<file path="src/flash_ctrl_consts.svh">
`ifndef FLASH_CTRL_CONSTS_SVH
`define FLASH_CTRL_CONSTS_SVH

`define PAGE_BYTES 8'd128
`define PAGE_CNT_W 7
`define ERASED_BYTE 8'hff
`define PAGE_ALIGN_MASK 8'h7f
`define VERIFY_ALIGN_MASK 16'h0003
`define STS_W 3
`define STABLE_TIME_NS 20000
`define CLK_PERIOD_NS 8
`define STABLE_CYCLES ((`STABLE_TIME_NS + `CLK_PERIOD_NS - 1) / `CLK_PERIOD_NS)
`define WAIT_CNT_W 16
`define MODE_RST 4'h0

`endif

</file>
<file path="src/flash_ctrl_pkg.sv">
package flash_ctrl_pkg;
	typedef struct packed {
		logic prog;
		logic prog_verify;
		logic erase;
		logic erase_verify;
	} mode_s;

	typedef struct packed {
		logic we;
		logic re;
		logic [15:0] addr;
		logic [7:0] wdata;
	} cpu_acc_s;

	typedef enum logic [1:0] {
		PWR_NORMAL = 2'b00,
		PWR_DOWN = 2'b01,
		PWR_STANDBY = 2'b10,
		PWR_WAKE = 2'b11
	} pwr_e;
endpackage

</file>
<file path="src/flash_pwr_ctrl.sv">
`timescale 1ns/1ps
`include "flash_ctrl_consts.svh"
module flash_pwr_ctrl
	import flash_ctrl_pkg::*;
(
	input wire logic clk,
	input wire logic rst,
	input wire logic subactive,
	input wire logic standby_req,
	input wire logic flash_powerdown_enable,
	input wire logic [`STS_W-1:0] standby_wait_select,
	output pwr_e state,
	output logic ready
);
	pwr_e state_ff, nxt_state;
	logic [`WAIT_CNT_W-1:0] cnt_ff, nxt_cnt;
	logic [`WAIT_CNT_W-1:0] wait_len;

	// wait grows with select, never under the stabilisation floor
	assign wait_len = `WAIT_CNT_W'(`STABLE_CYCLES) + `WAIT_CNT_W'({standby_wait_select, 10'h000});

	always_comb begin
		nxt_state = state_ff;
		nxt_cnt = cnt_ff;
		case (state_ff)
			PWR_NORMAL: begin
				if (standby_req) begin
					nxt_state = PWR_STANDBY;
				end else if (subactive && flash_powerdown_enable) begin
					nxt_state = PWR_DOWN;
				end
			end
			PWR_DOWN, PWR_STANDBY: begin
				if (standby_req) begin
					nxt_state = PWR_STANDBY;
				end else if (!(subactive && flash_powerdown_enable)) begin
					nxt_state = PWR_WAKE;
					nxt_cnt = wait_len;
				end
			end
			PWR_WAKE: begin
				if (cnt_ff == '0) begin
					nxt_state = PWR_NORMAL;
				end else begin
					nxt_cnt = cnt_ff - 1'b1;
				end
			end
			default: nxt_state = PWR_NORMAL;
		endcase
	end

	always_ff @(posedge clk) begin
		if (rst) begin
			state_ff <= PWR_NORMAL;
			cnt_ff <= '0;
		end else begin
			state_ff <= nxt_state;
			cnt_ff <= nxt_cnt;
		end
	end

	assign state = state_ff;
	assign ready = (state_ff == PWR_NORMAL);
endmodule // flash_pwr_ctrl

</file>
<file path="src/flash_program_erase_control.sv">
`timescale 1ns/1ps
`include "flash_ctrl_consts.svh"
module flash_program_erase_control
	import flash_ctrl_pkg::*;
(
	input wire logic CLK,
	input wire logic RST,
	input wire logic POR,
	input wire cpu_acc_s CPU,
	input wire mode_s MODE_SET,
	input wire logic PROG_PULSE,
	input wire logic ERASE_PULSE,
	input wire logic [7:0] ERASE_BLOCK_SELECT,
	input wire logic ERROR_DETECT,
	input wire logic SUBACTIVE,
	input wire logic STANDBY_REQ,
	input wire logic FLASH_POWERDOWN_ENABLE,
	input wire logic [`STS_W-1:0] STANDBY_WAIT_SELECT,
	output mode_s MODE,
	output logic [7:0] BLOCK_SEL,
	output logic PROGRAMMING,
	output logic ERASING,
	output logic ERROR_PROTECT,
	output logic PAGE_FULL,
	output logic [15:0] PAGE_ADDR,
	output logic [7:0] PAGE_WR_DATA,
	output logic [`PAGE_CNT_W-1:0] PAGE_WR_IDX,
	output logic PAGE_WR_EN,
	output logic VERIFY_ACTIVE,
	output logic [15:0] VERIFY_ADDR,
	output logic [1:0] PWR_STATE,
	output logic PWR_READY
);
	////////////////////////////////////////////////////////////////
	// mode, block select, error protection
	mode_s mode_ff, nxt_mode;
	logic [7:0] blk_ff, nxt_blk;
	logic err_ff, nxt_err;
	logic prog_ff, nxt_prog;
	logic erase_ff, nxt_erase;

	always_comb begin
		nxt_mode = MODE_SET;
		nxt_blk = ERASE_BLOCK_SELECT;
		nxt_err = POR ? ERROR_DETECT : (err_ff | ERROR_DETECT);
		nxt_prog = PROG_PULSE & MODE_SET.prog & ~nxt_err;
		nxt_erase = ERASE_PULSE & MODE_SET.erase & ~nxt_err;
	end

	always_ff @(posedge CLK) begin
		err_ff <= nxt_err;
		if (RST || POR) begin
			mode_ff <= `MODE_RST;
			blk_ff <= 8'h00;
			prog_ff <= 1'b0;
			erase_ff <= 1'b0;
		end else begin
			mode_ff <= nxt_mode;
			blk_ff <= nxt_blk;
			prog_ff <= nxt_prog;
			erase_ff <= nxt_erase;
		end
	end

	////////////////////////////////////////////////////////////////
	// page latch and verify address
	logic [15:0] pa_ff, nxt_pa;
	logic [`PAGE_CNT_W-1:0] idx_ff, nxt_idx;
	logic full_ff, nxt_full;
	logic [7:0] wd_ff, nxt_wd;
	logic [`PAGE_CNT_W-1:0] wi_ff, nxt_wi;
	logic we_ff, nxt_we;
	logic [15:0] va_ff, nxt_va;
	logic vact_ff, nxt_vact;
	logic verify_mode;

	assign verify_mode = MODE_SET.prog_verify | MODE_SET.erase_verify;

	always_comb begin
		nxt_pa = pa_ff;
		nxt_idx = idx_ff;
		nxt_full = full_ff;
		nxt_wd = wd_ff;
		nxt_wi = wi_ff;
		nxt_we = 1'b0;
		nxt_va = va_ff;
		nxt_vact = vact_ff & verify_mode;
		if (CPU.we && MODE_SET.prog && !PROG_PULSE && !full_ff) begin
			if (idx_ff == '0) begin
				nxt_pa = CPU.addr & ~16'(`PAGE_ALIGN_MASK);
			end
			nxt_wd = CPU.wdata;
			nxt_wi = idx_ff;
			nxt_we = 1'b1;
			nxt_idx = idx_ff + 1'b1;
			nxt_full = (idx_ff == `PAGE_CNT_W'(`PAGE_BYTES - 8'd1));
		end
		if (prog_ff && !PROG_PULSE) begin
			nxt_full = 1'b0;
			nxt_idx = '0;
		end
		if (CPU.we && verify_mode && CPU.wdata == `ERASED_BYTE
			&& (CPU.addr & `VERIFY_ALIGN_MASK) == 16'h0000) begin
			nxt_va = CPU.addr;
			nxt_vact = 1'b1;
		end
	end

	always_ff @(posedge CLK) begin
		if (RST || POR) begin
			pa_ff <= 16'h0000;
			idx_ff <= '0;
			full_ff <= 1'b0;
			wd_ff <= 8'h00;
			wi_ff <= '0;
			we_ff <= 1'b0;
			va_ff <= 16'h0000;
			vact_ff <= 1'b0;
		end else begin
			pa_ff <= nxt_pa;
			idx_ff <= nxt_idx;
			full_ff <= nxt_full;
			wd_ff <= nxt_wd;
			wi_ff <= nxt_wi;
			we_ff <= nxt_we;
			va_ff <= nxt_va;
			vact_ff <= nxt_vact;
		end
	end

	////////////////////////////////////////////////////////////////
	// power states
	pwr_e pwr_st;
	logic pwr_rdy;
	logic [1:0] pst_ff;
	logic prdy_ff;

	flash_pwr_ctrl u_pwr (
		.clk(CLK),
		.rst(RST || POR),
		.subactive(SUBACTIVE),
		.standby_req(STANDBY_REQ),
		.flash_powerdown_enable(FLASH_POWERDOWN_ENABLE),
		.standby_wait_select(STANDBY_WAIT_SELECT),
		.state(pwr_st),
		.ready(pwr_rdy)
	);

	always_ff @(posedge CLK) begin
		if (RST || POR) begin
			pst_ff <= 2'h0;
			prdy_ff <= 1'b1;
		end else begin
			pst_ff <= pwr_st;
			prdy_ff <= pwr_rdy;
		end
	end

	assign MODE = mode_ff;
	assign BLOCK_SEL = blk_ff;
	assign PROGRAMMING = prog_ff;
	assign ERASING = erase_ff;
	assign ERROR_PROTECT = err_ff;
	assign PAGE_FULL = full_ff;
	assign PAGE_ADDR = pa_ff;
	assign PAGE_WR_DATA = wd_ff;
	assign PAGE_WR_IDX = wi_ff;
	assign PAGE_WR_EN = we_ff;
	assign VERIFY_ACTIVE = vact_ff;
	assign VERIFY_ADDR = va_ff;
	assign PWR_STATE = pst_ff;
	assign PWR_READY = prdy_ff;

	////////////////////////////////////////////////////////////////
	// checks
	a_prog_follows_pulse: assert property (@(posedge CLK) disable iff (RST || POR)
		!$past(RST || POR)
		|-> PROGRAMMING == $past(PROG_PULSE & MODE_SET.prog & ~(err_ff | ERROR_DETECT)))
		else $error("program pulse mismatch");
	a_err_blocks_prog: assert property (@(posedge CLK) disable iff (RST || POR)
		ERROR_PROTECT |=> !PROGRAMMING && !ERASING)
		else $error("pulse while protected");
	a_err_sticky: assert property (@(posedge CLK) disable iff (POR)
		ERROR_PROTECT |=> ERROR_PROTECT)
		else $error("protection lost");
	a_err_abort: assert property (@(posedge CLK) disable iff (RST || POR)
		ERROR_DETECT |=> !PROGRAMMING && !ERASING && ERROR_PROTECT)
		else $error("abort missing");
	a_mode_kept: assert property (@(posedge CLK) disable iff (RST || POR)
		ERROR_DETECT |=> MODE == $past(MODE_SET) && BLOCK_SEL == $past(ERASE_BLOCK_SELECT))
		else $error("mode lost on error");
	a_mode_track: assert property (@(posedge CLK) disable iff (RST || POR)
		1'b1 |=> MODE == $past(MODE_SET))
		else $error("mode not selected");
	a_page_align: assert property (@(posedge CLK) disable iff (RST || POR)
		PAGE_ADDR[6:0] == 7'h00)
		else $error("page misaligned");
	a_verify_align: assert property (@(posedge CLK) disable iff (RST || POR)
		$rose(VERIFY_ACTIVE) |-> VERIFY_ADDR[1:0] == 2'b00)
		else $error("verify address misaligned");
	a_verify_allowed: assert property (@(posedge CLK) disable iff (RST || POR)
		CPU.we && MODE_SET.prog_verify && CPU.wdata == 8'hff && CPU.addr[1:0] == 2'b00
		|=> VERIFY_ACTIVE)
		else $error("verify blocked");
	a_pdown_entry: assert property (@(posedge CLK) disable iff (RST || POR)
		pwr_st == PWR_NORMAL && !STANDBY_REQ && SUBACTIVE && FLASH_POWERDOWN_ENABLE
		|=> pwr_st == PWR_DOWN)
		else $error("power-down not entered");
	a_wake_wait: assert property (@(posedge CLK) disable iff (RST || POR)
		$rose(pwr_st == PWR_WAKE) |-> (pwr_st == PWR_WAKE)[*8])
		else $error("wake too short");
endmodule // flash_program_erase_control

</file>
<file path="config.mk">
export PLATFORM = sky130hd
export DESIGN_NAME = flash_program_erase_control
export DESIGN_NICKNAME = d
export VERILOG_FILES = /design/src/flash_ctrl_pkg.sv /design/src/flash_pwr_ctrl.sv /design/src/flash_program_erase_control.sv
export VERILOG_INCLUDE_DIRS = /design/src
export SDC_FILE = /design/constraint.sdc
export NUM_CORES = 1
export LEC_CHECK = 0
export ABC_CLOCK_PERIOD_IN_PS = 3000
export BUFFER_PORTS_ARGS = -buffer_cell sky130_fd_sc_hd__buf_2
export CAP_MARGIN = 20
export CORE_ASPECT_RATIO = 1.4
export CORE_MARGIN = 2
export CORE_UTILIZATION = 50
export CTS_CLUSTER_SIZE = 12
export DETAILED_ROUTE_END_ITERATION = 10
export PLACE_DENSITY = 0.79
export SYNTH_ARGS = -nofsm -noshare
export SYNTH_HDL_FRONTEND = slang
export SYNTH_HIERARCHICAL = 1
export SYNTH_SLANG_ARGS = --single-unit
</file>
<file path="constraint.sdc">
create_clock -name CLK -period 3 [get_ports CLK]
set_input_delay 0.3 -clock CLK [delete_from_list [all_inputs] [get_ports CLK]]
set_output_delay 0.3 -clock CLK [all_outputs]
set_load 0.01 [all_outputs]
</file>
# Word-level counts from Yosys, hierarchy flattened
# Index checks and enable logic that the tools add are counted.
[classes]
bitwise = 8
add_sub_neg = 3
n_eq_ne = 11
mux = 13
reduce_logical = 21
[op_table]
columns = ["op", "count"]
rows = [
  ["$mux 16", 3],
  ["$logic_not 16->1", 2],
  ["$pmux 16 s2", 1],
  ["$sub 16x1->16 const B", 1],
  ["$add 12x13->14 const A", 1],
  ["$mux 2", 5],
  ["$eq 8x8->1 const B", 1],
  ["$logic_and 1x1->1", 8],
  ["$add 7x1->7 const B", 1],
  ["$eq 7x7->1 const B", 1],
  ["$logic_not 7->1", 1],
  ["$ne 2x2->1 const B", 3],
  ["$pmux 2 s3", 1],
  ["$and 1x1->1", 5],
  ["$eq 2x2->1 const B", 2],
  ["$reduce_and 4->1", 1],
  ["$reduce_or 2->1", 2],
  ["$mux 1", 3],
  ["$ne 3x2->1 const B", 1],
  ["$ne 3x3->1 const B", 1],
  ["$reduce_and 3->1", 1],
  ["$eq 2x1->1 const B", 1],
  ["$logic_not 1->1", 2],
  ["$logic_not 2->1", 1],
  ["other kinds (6)", 7],
]
[totals]
out_inout_bits = 68
word_cells = 76
reg_bits = 86
inputBits = 50

# Logic depth before layout (Yosys ltp)
[logic_depth]
ltp_word = 5
depth_mapped = 7
depth_no_buf = 6

# Modules after synthesis
# Netlist, hierarchy kept.
[modules_own_cells]
columns = ["module", "area_per_inst_um2", "seq_area_each_um2", "n_inst", "cells_per_inst"]
rows = [
  ["flash_program_erase_control", 2493.6, 1361.3, 1, 269],
  ["flash_pwr_ctrl", 1124.8, 360.3, 1, 136],
]

# Least setup slack after synthesis
# Ideal clock, no wire load.
[synth_timing]
path_kind = "flip-flop to flip-flop"
from = "reg u_pwr.state_ff[1], in the netlist u_pwr/state[1]"
to = "reg u_pwr.cnt_ff[5]"
t_required_ns = 2.879
slack_ns = 1.148
path_stages_with_launch = 7
n_path_buf = 0
period_less_slack_ns = 1.852
setup_time_ns = 0.121
arrival_ns = 1.731
cell_sequence = "dfxtp_1 > inv_1 > ha_1 > mux2_2 > o21a_1 > nand3_1 > mux2_2"
[synth_via]
elab_chain_len = 4
word_cells_on_any_way = 10
classes_between = "eq/ne (6); mux (1); reduce/logical (3)"
[synth_rtl]
columns = ["element", "line", "source"]
rows = [
  ["from (decl)", "flash_pwr_ctrl.sv:15", "pwr_e state_ff, nxt_state;"],
  ["from (signal assigned)", "flash_pwr_ctrl.sv:57", "state_ff <= nxt_state;"],
  ["$eq 2x1->1 or $eq 2x2->1 (tied branches)", "flash_pwr_ctrl.sv:25", "case (state_ff)"],
  ["$reduce_or 2->1", "flash_pwr_ctrl.sv:25", ""],
  ["$ne 2x2->1 (no source line) or $reduce_bool 2->1 (tied branches)", "n/a", ""],
  ["$reduce_and 4->1 (no source line)", "n/a", ""],
  ["to (signal assigned)", "flash_pwr_ctrl.sv:58", "cnt_ff <= nxt_cnt;"],
  ["to (decl)", "flash_pwr_ctrl.sv:16", "logic [`WAIT_CNT_W-1:0] cnt_ff, nxt_cnt;"],
]
# Several ways; a longest one is shown, not always the timed one.
# A chain may end at the register's enable or synchronous reset.

# Worst setup path in the final report
# Same ends and word-level chain as after synthesis.

==> summary.txt <==
Worst setup path
  – Critical path buffers and inverters: 0
  – Flop-to-flop setup slack: 840 ps
  – Crit Path Class: flip-flop to flip-flop
  – Delay-heaviest family, CP: simple AND/OR/NAND/NOR gates
  – Category of the worst setup path launch point: flip-flop
  – Highest cell delay on the worst timing path: 440 ps
  – Critical Path Slowest Stage Cell: ha_1
  – Critical path data required time: 3240 ps
  – Worst Path Arrival: 2400 ps
  – Largest fanout on the critical path: 12
  – Crit path capture type: flip-flop
  – Cell-by-cell listing of the critical path: ha_1 -> nand4_1 -> o21a_1 -> nand3_1 -> mux2_2

Routing
  – Met1 Routed Length: 3270 microns
  – Top sig layer: met4
  – Wire length reported by the detailed router: ~8300 microns
  – Number of design-rule violations left by the first detailed-router iteration: between 150 and 200
  – Iteration count of the initial detailed-routing pass: 4
  – DRT antenna net count: 0
  – Post-route DRC: 0
  – Vias after detailed routing: 3159
  – Met2 WL post-DR: between 4000 and 5000 microns
  – Met3 routed WL: 606 microns
  – Avg WL per Cell: 13.5 microns
  – Detailed-route vias per instance: 5.16

Floorplanning
  – Starting utilization of the core area: 0.518
  – Top Ports: 118
  – Vertical die dimension: 105 microns
  – Row Count: 36
  – Die ar.: 0.00794 sq mm
  – Placeable core region: 0.00698 sq mm
  – Die extent in x: 75.9 microns

STA
  – Final Critical Period: 2160 ps
  – Fin Clk Skew: about 5.1 ps
  – Worst max-slew margin expressed relative to the limit: 0.523
  – Top achievable clock speed: around 0.46 GHz
  – RSZ-0062 raised after global routing: false
  – Setup-violating endpoint count in the final report: 0
  – Final Slew Violations: 0
  – Count of endpoints failing hold in the final timing report: 0
  – Sum of negative setup slack: 0 ps
  – Slew of the pin with the lowest slew margin: roughly 710 ps
  – Period utilization: 0.719

Clock network
  – H-Tree Level Count: 3
  – Clk pin slew, worst setup/hold paths: roughly 80 ps
  – Resized Gates After CTS: 0
  – Cts hold-fix bufs: 0
  – Number of buffers created by CTS: 9
  – # clock sinks: 86
  – Maximum clock insertion buffer count: 2
  – CTS tree: done
  – Clock latency on the worst-skew pair: approximately 350 ps
  – Post-CTS Setup Inserts: 0
  – Root Buffer Master: clkbuf_8

Synthesis
  – Area fraction in and, or, nand and nor cells after synthesis: 0.239
  – Dominant combinational cell family by area after synthesis: simple AND/OR/NAND/NOR gates
  – Main area contributors after synthesis: dfxtp_1, nand2_1, mux2i_1
  – Sequential cell area fraction in the yosys report: 0.476
  – Xor/xnor cell area share of the yosys netlist: 0.0145
  – Area fraction of the dominant cell type after synthesis: 0.476
  – Post-Syn Area: 0.00362 sq mm
  – Leading area contributor after synthesis: dfxtp_1
  – Avg Synthesized Cell Area: 8.93 sq um
  – Share of the synthesized area in compound gates (AO/OA/AOI/OAI): 0.120
  – Number of distinct library cells after synthesis: 53
  – Flop and latch count out of synthesis: between 80 and 90
  – Count of mapped cells out of synthesis: around 410
  – Share of synthesized area spent on multiplexers: 0.0754
  – Post-synthesis async set-or-reset flop share: 0
  – Number of enable flip-flop cells after synthesis: 0
  – Main synth FF type: dfxtp_1
  – Ys Warns: 6
  – Synthesized-area fraction occupied by adder cells: 0.0207

Hold path
  – Class of the most critical hold timing path: input port to flip-flop

Cells and area
  – Leading cell type in the layout, fill and taps excluded: buf_2
  – Fillcell total: 587
  – Number of nets in the layout: 568
  – Share of final-layout standard cells stronger than drive strength 1: 0.277
  – Multi-input combinational cell area: 0.00174 sq mm
  – Post-layout instance count excluding filler cells: 612
  – Highest-count cells in the layout ignoring fill and taps: buf_2, dfxtp_1, nand2_1
  – Inserted Diodes: 0
  – Area added between synthesis and finish: 22.3%
  – Flip-flop and latch area: roughly 0.0017 sq mm

Global route
  – Wire length of the first global-routing pass: 12700 microns
  – GRT Residual Overflow: 0
  – Maximum number of pins on one net before global-route repair: between 50 and 60
  – Total Routing Usage GR: 0.205
  – Antenna violations before repair: 0
  – Number of global-route vias before repair: 2980

Run status
  – Outcome: finished, final reports clean

Placed design
  – HPWL after detailed placement: 6170 microns
  – Post-Place Cells: 596
  – GP Congestion: 0.983
  – Count of buffers inserted at the top-level ports: 109

Power
  – Worst ir drop on vdd: 0.000275 V
  – Leakage power summed over all cells: 1.92 nW
  – Pwr/cell area: 499 mW/mm^2

Flow run
  – Number of maximum-capacitance violations: 0
## sequential cells by signal, summed over array words and instances, names as in the netlist, 2 cells and up
signal        cells
PAGE_ADDR         9
idx_ff            7
VERIFY_ADDR      16
PWR_STATE         2
MODE              4
BLOCK_SEL         8
PAGE_WR_IDX       7
u_pwr/cnt_ff     16
u_pwr/state       2
PAGE_WR_DATA      8
## Yosys cell counts, drive strengths merged, types with 2 or more instances
cell type and count:
a21oi 37, a311oi 2, a31o 2, and2 14, and3 5, buf 13, clkbuf 10, clkinv 2
dfxtp 86, ha 6, inv 15, mux2 2, mux2i 25, nand2 80, nand2b 2, nand3 9
nand4 7, nor2 18, nor2b 3, nor3 10, nor4 4, o2111ai 2, o211ai 3, o21ai 14
o31ai 2, or3 7, or4 3, xor2 5
## path summary, 6_finish.rpt
path / start / end / depth (start not counted)
setup / recovery: u_pwr/state[1]$_SDFFE_PP0P_ / u_pwr/cnt_ff[5]$_SDFFE_PP0P_ / 5
hold / removal: ERASE_BLOCK_SELECT[6] / BLOCK_SEL[6]$_SDFF_PP0_ / 2
setup reg to reg: u_pwr/state[1]$_SDFFE_PP0P_ / u_pwr/cnt_ff[5]$_SDFFE_PP0P_ / 5
hold reg to reg: PAGE_WR_IDX[0]$_SDFFE_PP0P_ / PAGE_WR_IDX[0]$_SDFFE_PP0P_ / 2
## logic make-up after synthesis
| logic type | Yosys count |
|---|---|
| DFF | 86 |
| buffers and inverters | 40 |
| AOI/OAI and AO/OA | 72 |
| adders and majority gates | 6 |
| other | 1 |
| xor gates and xnor gates | 6 |
| muxes | 27 |
| and+or+nand+nor | 167 |
## layer usage
layer  GRT usage  vias to the layer above
li1            -                     1599
met1       0.217                     1425
met2       0.366                      116
met3      0.0540                       19
met4      0.0877                        0
met5           0                        -
## metrics by stage
| step | worst slack [ps] | utilization | instance area, sq um | hold slack, ps | total power, W |
|---|---|---|---|---|---|
| 6_report | 843 | 0.634 | 4420 | 148 | 0.00221 |
| 3_3_place_gp | 897 | 0.604 | 4220 | 441 | 0.00140 |
| 4_1_cts | 841 | 0.634 | 4420 | 134 | 0.00223 |
| 3_5_place_dp | 866 | 0.604 | 4220 | 444 | 0.00141 |
| 2_1_floorplan | 1150 | - | 3640 | 399 | 0.00134 |
| 5_1_grt | 708 | 0.634 | 4420 | 130 | 0.00231 |
## power by group
part | total, W | leakage (nW) | internal, W | switching [W]
sequential | 0.00117 | 0.696 | 0.00116 | 0.0000124
combinational | 0.000213 | 1.12 | 0.0000834 | 0.000130
clock | 0.000823 | 0.103 | 0.000413 | 0.000410
total | 0.00221 | 1.92 | 0.00166 | 0.000552
## final cells by class
cell class	count	area share
tap	95	0.0269
clock inverter	6	0.0156
sequential	86	0.389
multi-input combinational	285	0.393
inverter	17	0.0144
timing repair buffer	113	0.130
clock buffer	10	0.0311
Note: power is estimated with default switching activity, not from simulation.
